File: src/verilog/tx_front_pkg.sv
// shared constants and types for the transmit parity check and encode front end
`default_nettype none

package tx_front_pkg;

  ////////////////////////////////////////////////////////////////////////////////
  // register map (byte addresses)
  localparam logic [7:0]  CTRL_OFFSET   = 8'h00;
  localparam logic [7:0]  STATUS_OFFSET = 8'h04;
  localparam logic [7:0]  CTRL_RESET    = 8'h00;
  localparam int          STICKY_POS    = 8;

  ////////////////////////////////////////////////////////////////////////////////
  // three-level select codes
  localparam logic [1:0]  LVL_LOW  = 2'h0;
  localparam logic [1:0]  LVL_MID  = 2'h1;
  localparam logic [1:0]  LVL_HIGH = 2'h2;

  ////////////////////////////////////////////////////////////////////////////////
  // characters, bit 0 holds the first bit on the line
  localparam logic [9:0]  C07_POS  = 10'h079;
  localparam logic [9:0]  C07_NEG  = 10'h386;
  localparam logic [7:0]  K28_5    = 8'hbc;
  localparam logic [3:0]  WS_LAST  = 4'hf;
  localparam int          K_COUNT  = 12;
  localparam logic [7:0]  K_CODES [K_COUNT] = '{
    8'h1c, 8'h3c, 8'h5c, 8'h7c, 8'h9c, 8'hbc,
    8'hdc, 8'hfc, 8'hf7, 8'hfb, 8'hfd, 8'hfe
  };

  ////////////////////////////////////////////////////////////////////////////////
  // self-test generator
  localparam logic [8:0]  BIST_SEED = 9'h1ff;
  localparam int          BIST_LEN  = 511;

  ////////////////////////////////////////////////////////////////////////////////
  // types
  typedef struct packed {
    logic       table_sel;
    logic       bist_en;
    logic [1:0] par_sel;
    logic [1:0] mode_up;
    logic [1:0] mode_lo;
  } ctrl_type;

  typedef struct packed {
    logic       odd_par;
    logic       special_sel;
    logic [1:0] ctl;
    logic [7:0] byte_v;
  } tx_char_type;

  typedef enum logic [1:0] {
    WS_IDLE = 2'b01,
    WS_RUN  = 2'b10
  } ws_state_type;

endpackage

`default_nettype wire

File: src/verilog/enc_8b10b_core.sv
// combinational 8b/10b character encoder with running disparity
`default_nettype none

module enc_8b10b_core (
  input  wire logic [7:0] i_byte,
  input  wire logic       i_k,
  input  wire logic       i_rd,
  output logic      [9:0] o_code,
  output logic            o_rd
);

  // minus-disparity forms, abcdei and fghj, first bit on the left
  localparam logic [5:0] T6 [32] = '{
    6'h27, 6'h1d, 6'h2d, 6'h31, 6'h35, 6'h29, 6'h19, 6'h38,
    6'h39, 6'h25, 6'h15, 6'h34, 6'h0d, 6'h2c, 6'h1c, 6'h17,
    6'h1b, 6'h23, 6'h13, 6'h32, 6'h0b, 6'h2a, 6'h1a, 6'h3a,
    6'h33, 6'h26, 6'h16, 6'h36, 6'h0e, 6'h2e, 6'h1e, 6'h2b
  };
  localparam logic [3:0] T4 [8] = '{
    4'hb, 4'h9, 4'h5, 4'hc, 4'hd, 4'ha, 4'h6, 4'he
  };

  logic [4:0] x;
  logic [2:0] y;
  logic [5:0] s6m;
  logic [5:0] s6;
  logic       un6;
  logic       rd6;
  logic       alt7;
  logic [3:0] s4m;
  logic [3:0] s4;
  logic       un4;
  logic       flip4;
  logic [9:0] seq;

  assign x     = i_byte[4:0];
  assign y     = i_byte[7:5];
  assign s6m   = (i_k && x == 5'h1c) ? 6'h0f : T6[x];
  assign un6   = $countones(s6m) != 3;
  assign s6    = (i_rd && (un6 || (x == 5'h07 && !i_k))) ? ~s6m : s6m;
  assign rd6   = i_rd ^ un6;
  assign alt7  = (y == 3'h7) && (i_k ||
                 (!rd6 && (x == 5'h11 || x == 5'h12 || x == 5'h14)) ||
                 (rd6 && (x == 5'h0b || x == 5'h0d || x == 5'h0e)));
  assign s4m   = alt7 ? 4'h7 : T4[y];
  assign un4   = $countones(s4m) != 2;
  assign flip4 = rd6 ? (un4 || y == 3'h3) : (i_k && !un4 && y != 3'h3);
  assign s4    = flip4 ? ~s4m : s4m;
  assign o_rd  = rd6 ^ un4;
  assign seq   = {s6, s4};

  // bit a lands in bit 0 so the line sees it first
  genvar gi;
  generate
    for (gi = 0; gi < 10; gi++)
    begin : g_rev
      assign o_code[gi] = seq[9-gi];
    end
  endgenerate

endmodule

`default_nettype wire

File: src/verilog/bist_seq_gen.sv
// self-test character source, maximal 9-bit sequence of 511 states
`default_nettype none

module bist_seq_gen
  import tx_front_pkg::*;
(
  input  wire logic       i_clk,
  input  wire logic       i_rst_n,
  input  wire logic       i_enable,
  output logic      [7:0] o_byte
);

  logic [8:0] lfsr_q;
  logic [8:0] lfsr_d;

  // x^9 + x^5 + 1; restarts from the seed whenever the source is off
  assign lfsr_d = i_enable ? {lfsr_q[7:0], lfsr_q[8] ^ lfsr_q[4]} : BIST_SEED;
  assign o_byte = lfsr_q[7:0];

  always_ff @(posedge i_clk or negedge i_rst_n)
  begin
    if (!i_rst_n)
      lfsr_q <= BIST_SEED;
    else
      lfsr_q <= lfsr_d;
  end

endmodule

`default_nettype wire

File: src/verilog/tx_parity_check_8b10b_encode.sv
// transmit channel front end: parity check, mode decode, 8b/10b encode
//
// Function
// [RQ1] capture odd parity bit, check in every mode; code skips it in self-test and on atomic sync chars after the first
// [RQ2] mid select, encoder on: byte plus parity
// [RQ3] high encoded, or mid bypass: all bits
// [RQ4] select low: no checking, no error
// [RQ5] parity valid when xor of bits is one
// [RQ6] encoded parity error sends disparity-correct C0.7
// [RQ7] bypass parity error sends positive C0.7
// [RQ8] positive C0.7 pattern is 1001111000
// [RQ9] every parity error raises channel error flag
// [RQ10] buffer error forces C0.7 on output
// [RQ11] 511-character self-test source replaces host characters
// [RQ12] K28.5 single or in 16-character sync
// [RQ13] output chosen by mode, select, control, byte
// [RQ14] one 10-bit character per input character
// [RQ15] special and data codes, disparity tracked
// [RQ16] two separate special code tables
// [RQ17] character leaves least significant bit first
// [RQ18] mode selects static, host never changes them
// [RQ19] modes 3-8 encode, mode 0 bypasses
// [RQ20] test modes 1 and 2 harmless
// [RQ21] mid upper select atomic, high interruptible sync
// [RQ22] mode number is three upper plus lower
`default_nettype none

module tx_parity_check_8b10b_encode
  import tx_front_pkg::*;
(
  input  wire logic        i_clk,
  input  wire logic        i_rst_n,
  input  wire logic        i_hsel,
  input  wire logic [31:0] i_haddr,
  input  wire logic [1:0]  i_htrans,
  input  wire logic        i_hwrite,
  input  wire logic [2:0]  i_hsize,
  input  wire logic [31:0] i_hwdata,
  input  wire logic        i_hready,
  output logic      [31:0] o_hrdata,
  output logic             o_hreadyout,
  output logic             o_hresp,
  input  wire logic [7:0]  i_tx_char_byte,
  input  wire logic [1:0]  i_tx_char_control,
  input  wire logic        i_char_odd_parity_in,
  input  wire logic        i_special_code_select,
  input  wire logic        i_align_error,
  output logic      [9:0]  o_tx_char,
  output logic             o_tx_channel_error_flag,
  output logic             o_word_sync_active
);

  ////////////////////////////////////////////////////////////////////////////////
  // helpers

  function automatic logic [1:0] lvl(input logic [1:0] c);
    lvl = (c == 2'h3) ? LVL_HIGH : c;
  endfunction

  // {valid, code}; table 0 indexes the list, table 1 takes the raw code
  function automatic logic [8:0] k_lookup(input logic [7:0] b, input logic tbl);
    logic hit;
    hit = 1'b0;
    for (int i = 0; i < K_COUNT; i++)
    begin
      if (K_CODES[i] == b)
        hit = 1'b1;
    end
    if (tbl)
      k_lookup = {hit, b};
    else if (b[7:4] == 4'h0 && b[3:0] < 4'hc)
      k_lookup = {1'b1, K_CODES[b[3:0]]};
    else
      k_lookup = 9'h000;
  endfunction

  ////////////////////////////////////////////////////////////////////////////////
  // declarations

  ctrl_type     ctrl_q;
  ctrl_type     ctrl_d;
  tx_char_type  in_q;
  ws_state_type ws_q;
  ws_state_type ws_d;
  logic [3:0]   ws_cnt_q;
  logic [3:0]   ws_cnt_d;
  logic         align_q;
  logic         rd_q;
  logic         rd_d;
  logic [9:0]   char_q;
  logic [9:0]   char_d;
  logic         err_q;
  logic         err_d;
  logic         sticky_q;
  logic         sticky_d;
  logic [7:0]   addr_q;
  logic         wr_q;
  logic [31:0]  rdata_q;
  logic [31:0]  rdata_w;
  logic         bus_take;
  logic         wr_ctrl;
  logic         clr_sticky;
  logic [1:0]   mode_up;
  logic [1:0]   mode_lo;
  logic [1:0]   par_sel;
  logic [3:0]   mode_num;
  logic         enc_en;
  logic         atomic;
  logic         ws_run;
  logic         chk_en;
  logic         byte_only;
  logic         par_byte;
  logic         par_all;
  logic         par_err;
  logic [1:0]   ct;
  logic         sc;
  logic         tbl_b;
  logic         tbl_c;
  logic         ws_trig;
  logic         k_fill;
  logic         spec;
  logic         ws_go;
  logic         ws_cont;
  logic         ws_emit;
  logic [8:0]   k_res;
  logic         k_bad;
  logic [7:0]   bist_byte;
  logic [7:0]   enc_byte;
  logic         enc_k;
  logic [9:0]   enc_code;
  logic         enc_rd;
  logic         use_enc;
  logic [9:0]   c07_w;

  ////////////////////////////////////////////////////////////////////////////////
  // register bus slave, zero wait states

  assign bus_take    = i_hsel && i_htrans[1] && i_hready;
  assign wr_ctrl     = wr_q && addr_q == CTRL_OFFSET;
  assign clr_sticky  = wr_q && addr_q == STATUS_OFFSET && i_hwdata[STICKY_POS];
  assign ctrl_d      = wr_ctrl ? ctrl_type'(i_hwdata[7:0]) : ctrl_q;
  // a new error wins over a clear in the same cycle
  assign sticky_d    = par_err || (sticky_q && !clr_sticky);    // see [RQ9]
  assign o_hrdata    = rdata_q;
  assign o_hreadyout = 1'b1;
  assign o_hresp     = 1'b0;

  always_comb
  begin
    if (i_haddr[7:0] == CTRL_OFFSET)
      rdata_w = {24'h000000, ctrl_q};
    else if (i_haddr[7:0] == STATUS_OFFSET)
      rdata_w = {23'h000000, sticky_q, mode_num, 1'b0, rd_q, ws_run, err_q};
    else
      rdata_w = 32'h00000000;
  end

  always_ff @(posedge i_clk or negedge i_rst_n)
  begin
    if (!i_rst_n)
    begin
      addr_q   <= 8'h00;
      wr_q     <= 1'b0;
      rdata_q  <= 32'h00000000;
      ctrl_q   <= ctrl_type'(CTRL_RESET);
      sticky_q <= 1'b0;
    end
    else
    begin
      addr_q   <= bus_take ? i_haddr[7:0] : addr_q;
      wr_q     <= bus_take && i_hwrite;
      rdata_q  <= (bus_take && !i_hwrite) ? rdata_w : rdata_q;
      ctrl_q   <= ctrl_d;
      sticky_q <= sticky_d;
    end
  end

  ////////////////////////////////////////////////////////////////////////////////
  // mode decode, the selects are held static by software

  assign mode_up  = lvl(ctrl_q.mode_up);                        // see [RQ18]
  assign mode_lo  = lvl(ctrl_q.mode_lo);
  assign par_sel  = lvl(ctrl_q.par_sel);
  assign mode_num = {1'b0, mode_up, 1'b0} + {2'h0, mode_up} + {2'h0, mode_lo}; // see [RQ22]
  // modes 1 and 2 run as plain bypass
  assign enc_en   = mode_up != LVL_LOW;                         // see [RQ19] see [RQ20]
  assign atomic   = mode_up == LVL_MID;                         // see [RQ21]
  assign ws_run   = ws_q == WS_RUN;

  ////////////////////////////////////////////////////////////////////////////////
  // input register and parity check

  always_ff @(posedge i_clk or negedge i_rst_n)
  begin
    if (!i_rst_n)
    begin
      in_q    <= '0;
      align_q <= 1'b0;
    end
    else
    begin
      in_q    <= {i_char_odd_parity_in, i_special_code_select,
                  i_tx_char_control, i_tx_char_byte};           // see [RQ1]
      align_q <= i_align_error;
    end
  end

  assign par_byte  = ^{in_q.odd_par, in_q.byte_v};
  assign par_all   = ^{in_q.odd_par, in_q.ctl, in_q.byte_v};
  assign byte_only = par_sel == LVL_MID && enc_en;              // see [RQ2]
  // atomic sync characters after the first are not checked
  assign chk_en    = par_sel != LVL_LOW && !ctrl_q.bist_en &&
                     !(atomic && ws_run && enc_en);             // see [RQ4]
  assign par_err   = chk_en && !(byte_only ? par_byte : par_all); // see [RQ3] see [RQ5]

  ////////////////////////////////////////////////////////////////////////////////
  // control decode per encoding table

  assign ct      = in_q.ctl;
  assign sc      = in_q.special_sel;
  assign tbl_b   = mode_lo == LVL_MID;
  assign tbl_c   = mode_lo == LVL_HIGH;
  assign ws_trig = tbl_b ? (sc && ct[0]) : (ct == 2'h3);        // see [RQ13]
  assign k_fill  = tbl_c ? (ct == 2'h1) : (!sc && ct == 2'h1);
  assign spec    = !ws_emit && (tbl_c ? (ct == 2'h2) :
                   tbl_b ? (!sc && ct == 2'h3) : (sc && ct == 2'h1));

  ////////////////////////////////////////////////////////////////////////////////
  // word sync sequence, sixteen commas

  assign ws_go    = enc_en && !ctrl_q.bist_en && !ws_run && ws_trig && !par_err;
  assign ws_cont  = atomic || (ct == 2'h0 && !par_err);         // see [RQ21]
  assign ws_emit  = ws_go || (ws_run && ws_cont);               // see [RQ12]
  assign ws_d     = ws_go ? WS_RUN :
                    (ws_run && ws_cont && ws_cnt_q != WS_LAST) ? WS_RUN : WS_IDLE;
  assign ws_cnt_d = ws_go ? 4'h1 : (ws_d == WS_RUN) ? ws_cnt_q + 4'h1 : 4'h0;

  always_ff @(posedge i_clk or negedge i_rst_n)
  begin
    if (!i_rst_n)
    begin
      ws_q     <= WS_IDLE;
      ws_cnt_q <= 4'h0;
    end
    else
    begin
      ws_q     <= ws_d;
      ws_cnt_q <= ws_cnt_d;
    end
  end

  assign o_word_sync_active = ws_run;

  ////////////////////////////////////////////////////////////////////////////////
  // character sources and encoder

  bist_seq_gen u_bist (
    .i_clk    (i_clk),
    .i_rst_n  (i_rst_n),
    .i_enable (ctrl_q.bist_en),                                 // see [RQ11]
    .o_byte   (bist_byte)
  );

  assign k_res    = k_lookup(in_q.byte_v, ctrl_q.table_sel);    // see [RQ16]
  assign k_bad    = spec && !k_res[8];
  assign enc_byte = ctrl_q.bist_en ? bist_byte :
                    (ws_emit || k_fill) ? K28_5 :
                    spec ? k_res[7:0] : in_q.byte_v;
  assign enc_k    = !ctrl_q.bist_en && (ws_emit || k_fill || spec); // see [RQ15]

  enc_8b10b_core u_enc (
    .i_byte (enc_byte),
    .i_k    (enc_k),
    .i_rd   (rd_q),
    .o_code (enc_code),
    .o_rd   (enc_rd)
  );

  ////////////////////////////////////////////////////////////////////////////////
  // output selection, one character out per character in

  assign c07_w   = (!enc_en || rd_q) ? C07_POS : C07_NEG;       // see [RQ6]
  assign use_enc = !align_q && (ctrl_q.bist_en || (enc_en && !par_err && !k_bad));
  assign char_d  = align_q ? c07_w :                            // see [RQ10]
                   ctrl_q.bist_en ? enc_code :
                   !enc_en ? (par_err ? C07_POS : {ct, in_q.byte_v}) : // see [RQ7] see [RQ8]
                   (par_err || k_bad) ? c07_w : enc_code;       // see [RQ14]
  assign rd_d    = use_enc ? enc_rd : rd_q;
  assign err_d   = par_err || align_q;                          // see [RQ9]

  always_ff @(posedge i_clk or negedge i_rst_n)
  begin
    if (!i_rst_n)
    begin
      char_q <= C07_POS;
      err_q  <= 1'b0;
      rd_q   <= 1'b0;
    end
    else
    begin
      char_q <= char_d;
      err_q  <= err_d;
      rd_q   <= rd_d;
    end
  end

  // bit 0 is the first bit on the line
  assign o_tx_char               = char_q;                      // see [RQ17]
  assign o_tx_channel_error_flag = err_q;
endmodule

`default_nettype wire

File: config.mk
export PLATFORM = sky130hd
export DESIGN_NAME = tx_parity_check_8b10b_encode
export DESIGN_NICKNAME = d
export VERILOG_FILES = /design/src/verilog/tx_front_pkg.sv /design/src/verilog/enc_8b10b_core.sv /design/src/verilog/bist_seq_gen.sv /design/src/verilog/tx_parity_check_8b10b_encode.sv
export SDC_FILE = /design/constraint.sdc
export NUM_CORES = 1
export LEC_CHECK = 0
export CORE_MARGIN = 2
export CORE_UTILIZATION = 35
export DETAILED_ROUTE_END_ITERATION = 12
export DONT_BUFFER_PORTS = 1
export PLACE_DENSITY = 0.52
export SETUP_SLACK_MARGIN = 0.3
export SLEW_MARGIN = 20
export SYNTH_ARGS = -nofsm -noshare
export SYNTH_HDL_FRONTEND = slang
export SYNTH_HIERARCHICAL = 1
export SYNTH_SLANG_ARGS = --single-unit
File: constraint.sdc
create_clock -name i_clk -period 15.4 [get_ports i_clk]
set_input_delay 3.08 -clock i_clk [delete_from_list [all_inputs] [get_ports i_clk]]
set_output_delay 3.08 -clock i_clk [all_outputs]
set_load 0.02 [all_outputs]
==> metrics.cfg <==
[job]
cap_violations = 0

[timing]
finalHoldViolations = 0
finalSetupTns_ns = 0
skew_ns = 0.00721
tightest_slew_ns = 0.835
drv_slew = 0
setup_viol = 0
max_freq_mhz = 105
timing.slew.headroom_pct = 44.2
period_needed_ns = 9.53
rsz0062_at_grt = no
period_share_pct = 61.9

[synth]
async_flop_share_pct = 100
syn_area_mm2 = 0.00479
synth_area_leader_cell = dfrtp_1
synth-edff-count = 0
synth.area.top_cells = dfrtp_1, ha_1, dfstp_2, buf_4, nand2_1
synth-compound-area-share_pct = 17.4
syn_inst = 503
ys.warnings.count = 6
synth_top_cell_area_share_pct = 27.2
ys_ff_latch = 67
muxShareOfSynthArea_pct = 4.73
seq_area_frac_synth_pct = 35.4
synth_top_family_by_area = compound AO/OA/AOI/OAI gates
syn_avg_cell_area_um2 = 9.52
synthXorXnorAreaFrac_pct = 4.65
synth-simple-area-share_pct = 16.0
synthAdderAreaFrac_pct = 11.2
synth-main-ff-cell = dfrtp_1
synth.distinct_cells = 71

[cts]
cts.path.max_buffers = 2
h-tree-depth = 3
cts_resized = 0
clk_latency_ns = 0.34
path_clk_slew_ns = 0.06
numCtsBuffers = 9
cts_sinks = 67
cts_setup_buffers = 0
cts_tree = done
cts_hold_buf = 0
ctsRootBufferMaster = clkbuf_16

[hold_path]
min_to = u_bist/lfsr_q[6]$_DFF_PN1_
min_from = u_bist/lfsr_q[5]$_DFF_PN1_
holdPathStages = 1
hp-class = reg -> reg

[route]
viasPerCell = 5.25
drt_iter0_drc = 197
num_vias = 3509
ant_nets = 0
first_pass_iters = 5
wl_per_cell_um = 16.2
wirelength_um = 10800
route.detailed.drc = 0

[setup_path]
path_max_fanout = 17
reg2reg_depth = 34
r2r-end = o_tx_char[8]$_DFF_PN0_
cp-startpoint = ctrl_q[2]$_DFFE_PN0P_
startpoint_type = flip-flop
slowest_stage = nor2_1
worst-r2r-setup-slack_ns = 5.87
critPathMaxStageDelay_ns = 0.65
cp.required_ns = 15.62
r2r_start = ctrl_q[2]$_DFFE_PN0P_
cp-end-kind = flip-flop
crit_type = reg -> reg
arrival_ns = 9.75

[cells_and_area]
finalInstanceArea_mm2 = 0.00512
n_antenna_cell = 0
finalNetCount = 614
area_growth_pct = 6.95
layout-drive-gt1-share_pct = 13.8

[place]
post-dp-hpwl_um = 8080
postPlaceCellArea_mm2 = 0.00477
gp_congestion = 0.830
io_buffers = 0

[global_routing]
grt_max_degree = 68
grt_pass1_wl_um = 17800
grt_overflow = 0
grt_usage_pct = 15.6
grt_pass1_vias = 3575
antenna_found_initial = 0

[floorplan]
dieHeight_um = 121
initial_core_util_pct = 36.0
io_pins = 133
core_mm2 = 0.0133
die_w_um = 121
die-area_mm2 = 0.0146
rows = 42

[run_status]
status = finished, final reports clean

[pwr]
ir_drop_v = 0.000163
p_leak_nw = 2.29
power_density_mw_per_mm2 = 279

==> registers in the layout, indices dropped and copies added, names as in the netlist, 2 cells and up <==
| register | flops |
|---|---|
| addr_q | 8 |
| ct | 2 |
| ctrl_q | 8 |
| in_q | 9 |
| o_hrdata | 9 |
| o_tx_char | 10 |
| u_bist/lfsr_q | 9 |
| ws_cnt_q | 4 |
| ws_q | 2 |
==> logic make-up (layout without fill, tap and decap cells) <==
group / after synthesis / after routing
fa+ha+maj: 40 / 40
compound gates: 114 / 114
xor+xnor: 22 / 22
buf+inv: 93 / 59
other cells: 2 / 25
simple gates: 144 / 144
mux: 21 / 21
flops: 67 / 67
==> layout by cell type (no fill, tap or decap), types with 4 or more instances in the layout <==
master | netlist | final
a21oi_1 | 12 | 12
o21ai_0 | 30 | 30
conb_1 | 2 | 25
buf_4 | 35 | 4
a31oi_1 | 12 | 12
mux2_2 | 13 | 13
xnor2_1 | 9 | 9
nor2_1 | 18 | 18
clkbuf_16 | 0 | 9
a2bb2oi_1 | 4 | 4
dfstp_2 | 15 | 15
dfrtp_1 | 52 | 52
o2111ai_1 | 7 | 7
nor3_1 | 9 | 9
nand2_1 | 40 | 40
nor2b_1 | 8 | 8
fa_1 | 5 | 5
nand3_1 | 21 | 21
and3_1 | 5 | 5
nand4_1 | 7 | 7
nand2b_1 | 15 | 15
inv_1 | 37 | 37
nor4_1 | 4 | 4
o211ai_1 | 6 | 6
a32oi_1 | 4 | 4
xor2_1 | 11 | 11
mux2i_1 | 8 | 8
ha_1 | 35 | 35
==> metal layers <==
metal,part of all wire [%],routed length [µm],up-vias,global-route usage (%)
met5,0,0,-,0
met4,1.6,176,0,5.67
met3,5.0,539,13,3.38
met2,47,5070,99,25.4
met1,47,5050,1707,20.4
li1,-,-,1690,-
==> through the flow <==
step	setup slack, ns	utilization [%]	cells	power, mW	hold WS [ns]
floorplan	7.26	-	526	1.01	0.461
global placement	5.96	35.9	652	1.17	0.485
detailed placement	5.82	35.9	652	1.18	0.490
CTS	5.80	38.5	668	1.43	0.498
global route	5.10	38.5	668	1.58	0.507
finish	5.87	38.5	668	1.43	0.496
==> worst max-delay path: cells and delay by family, from the launching register on <==
family / cells / cell delay (ns)
AOI/OAI and AO/OA: 11 / 2.99
xor gates and xnor gates: 3 / 0.89
adders and majority gates: 8 / 2.83
buffers and inverters: 3 / 0.39
DFF: 1 / 0.41
and+or+nand+nor: 9 / 1.90
==> worst max-delay path by stage <==
stage	endpoint	slack, ns	cells past startpoint
floorplan	o_tx_char[6]$_DFF_PN1_	7.26	35
global placement	o_tx_char[7]$_DFF_PN0_	5.96	34
detailed placement	o_tx_char[7]$_DFF_PN0_	5.82	34
CTS	o_tx_char[7]$_DFF_PN0_	5.80	34
global route	o_tx_char[8]$_DFF_PN0_	5.10	34
finish	o_tx_char[8]$_DFF_PN0_	5.87	34
==> synth_stat cells (3+ instances only) <==
cell       instances
dfrtp_1           52
nand2_1           40
inv_1             37
buf_4             35
ha_1              35
o21ai_0           30
nand3_1           21
nor2_1            18
dfstp_2           15
nand2b_1          15
mux2_2            13
a21oi_1           12
a31oi_1           12
clkbuf_1          11
xor2_1            11
nor3_1             9
xnor2_1            9
mux2i_1            8
nor2b_1            8
nand4_1            7
o2111ai_1          7
o211ai_1           6
and3_1             5
buf_2              5
fa_1               5
a2bb2oi_1          4
a32oi_1            4
nor4_1             4
a211o_1            3
nand3b_1           3
nor3b_1            3
o21ai_1            3
o221ai_1           3
o31ai_1            3
==> report_power, final <==
| part | switching, mW | internal (mW) | total, mW |
|---|---|---|---|
| logic | 0.548 | 0.369 | 0.917 |
| registers | 0.0434 | 0.232 | 0.275 |
| clock network | 0.0760 | 0.163 | 0.239 |
| total | 0.667 | 0.764 | 1.43 |
==> cell type report <==
| cell class | instances | area, µm² |
|---|---|---|
| fill | 1338 | 8170 |
| multi-input combinational | 366 | 2680 |
| sequential | 67 | 1700 |
| clock buffer | 10 | 239 |
| tap | 176 | 220 |
| inverter | 39 | 146 |
| clock inverter | 6 | 113 |
| timing repair buffer | 4 | 30.0 |
(Power assumes the default switching activity.)
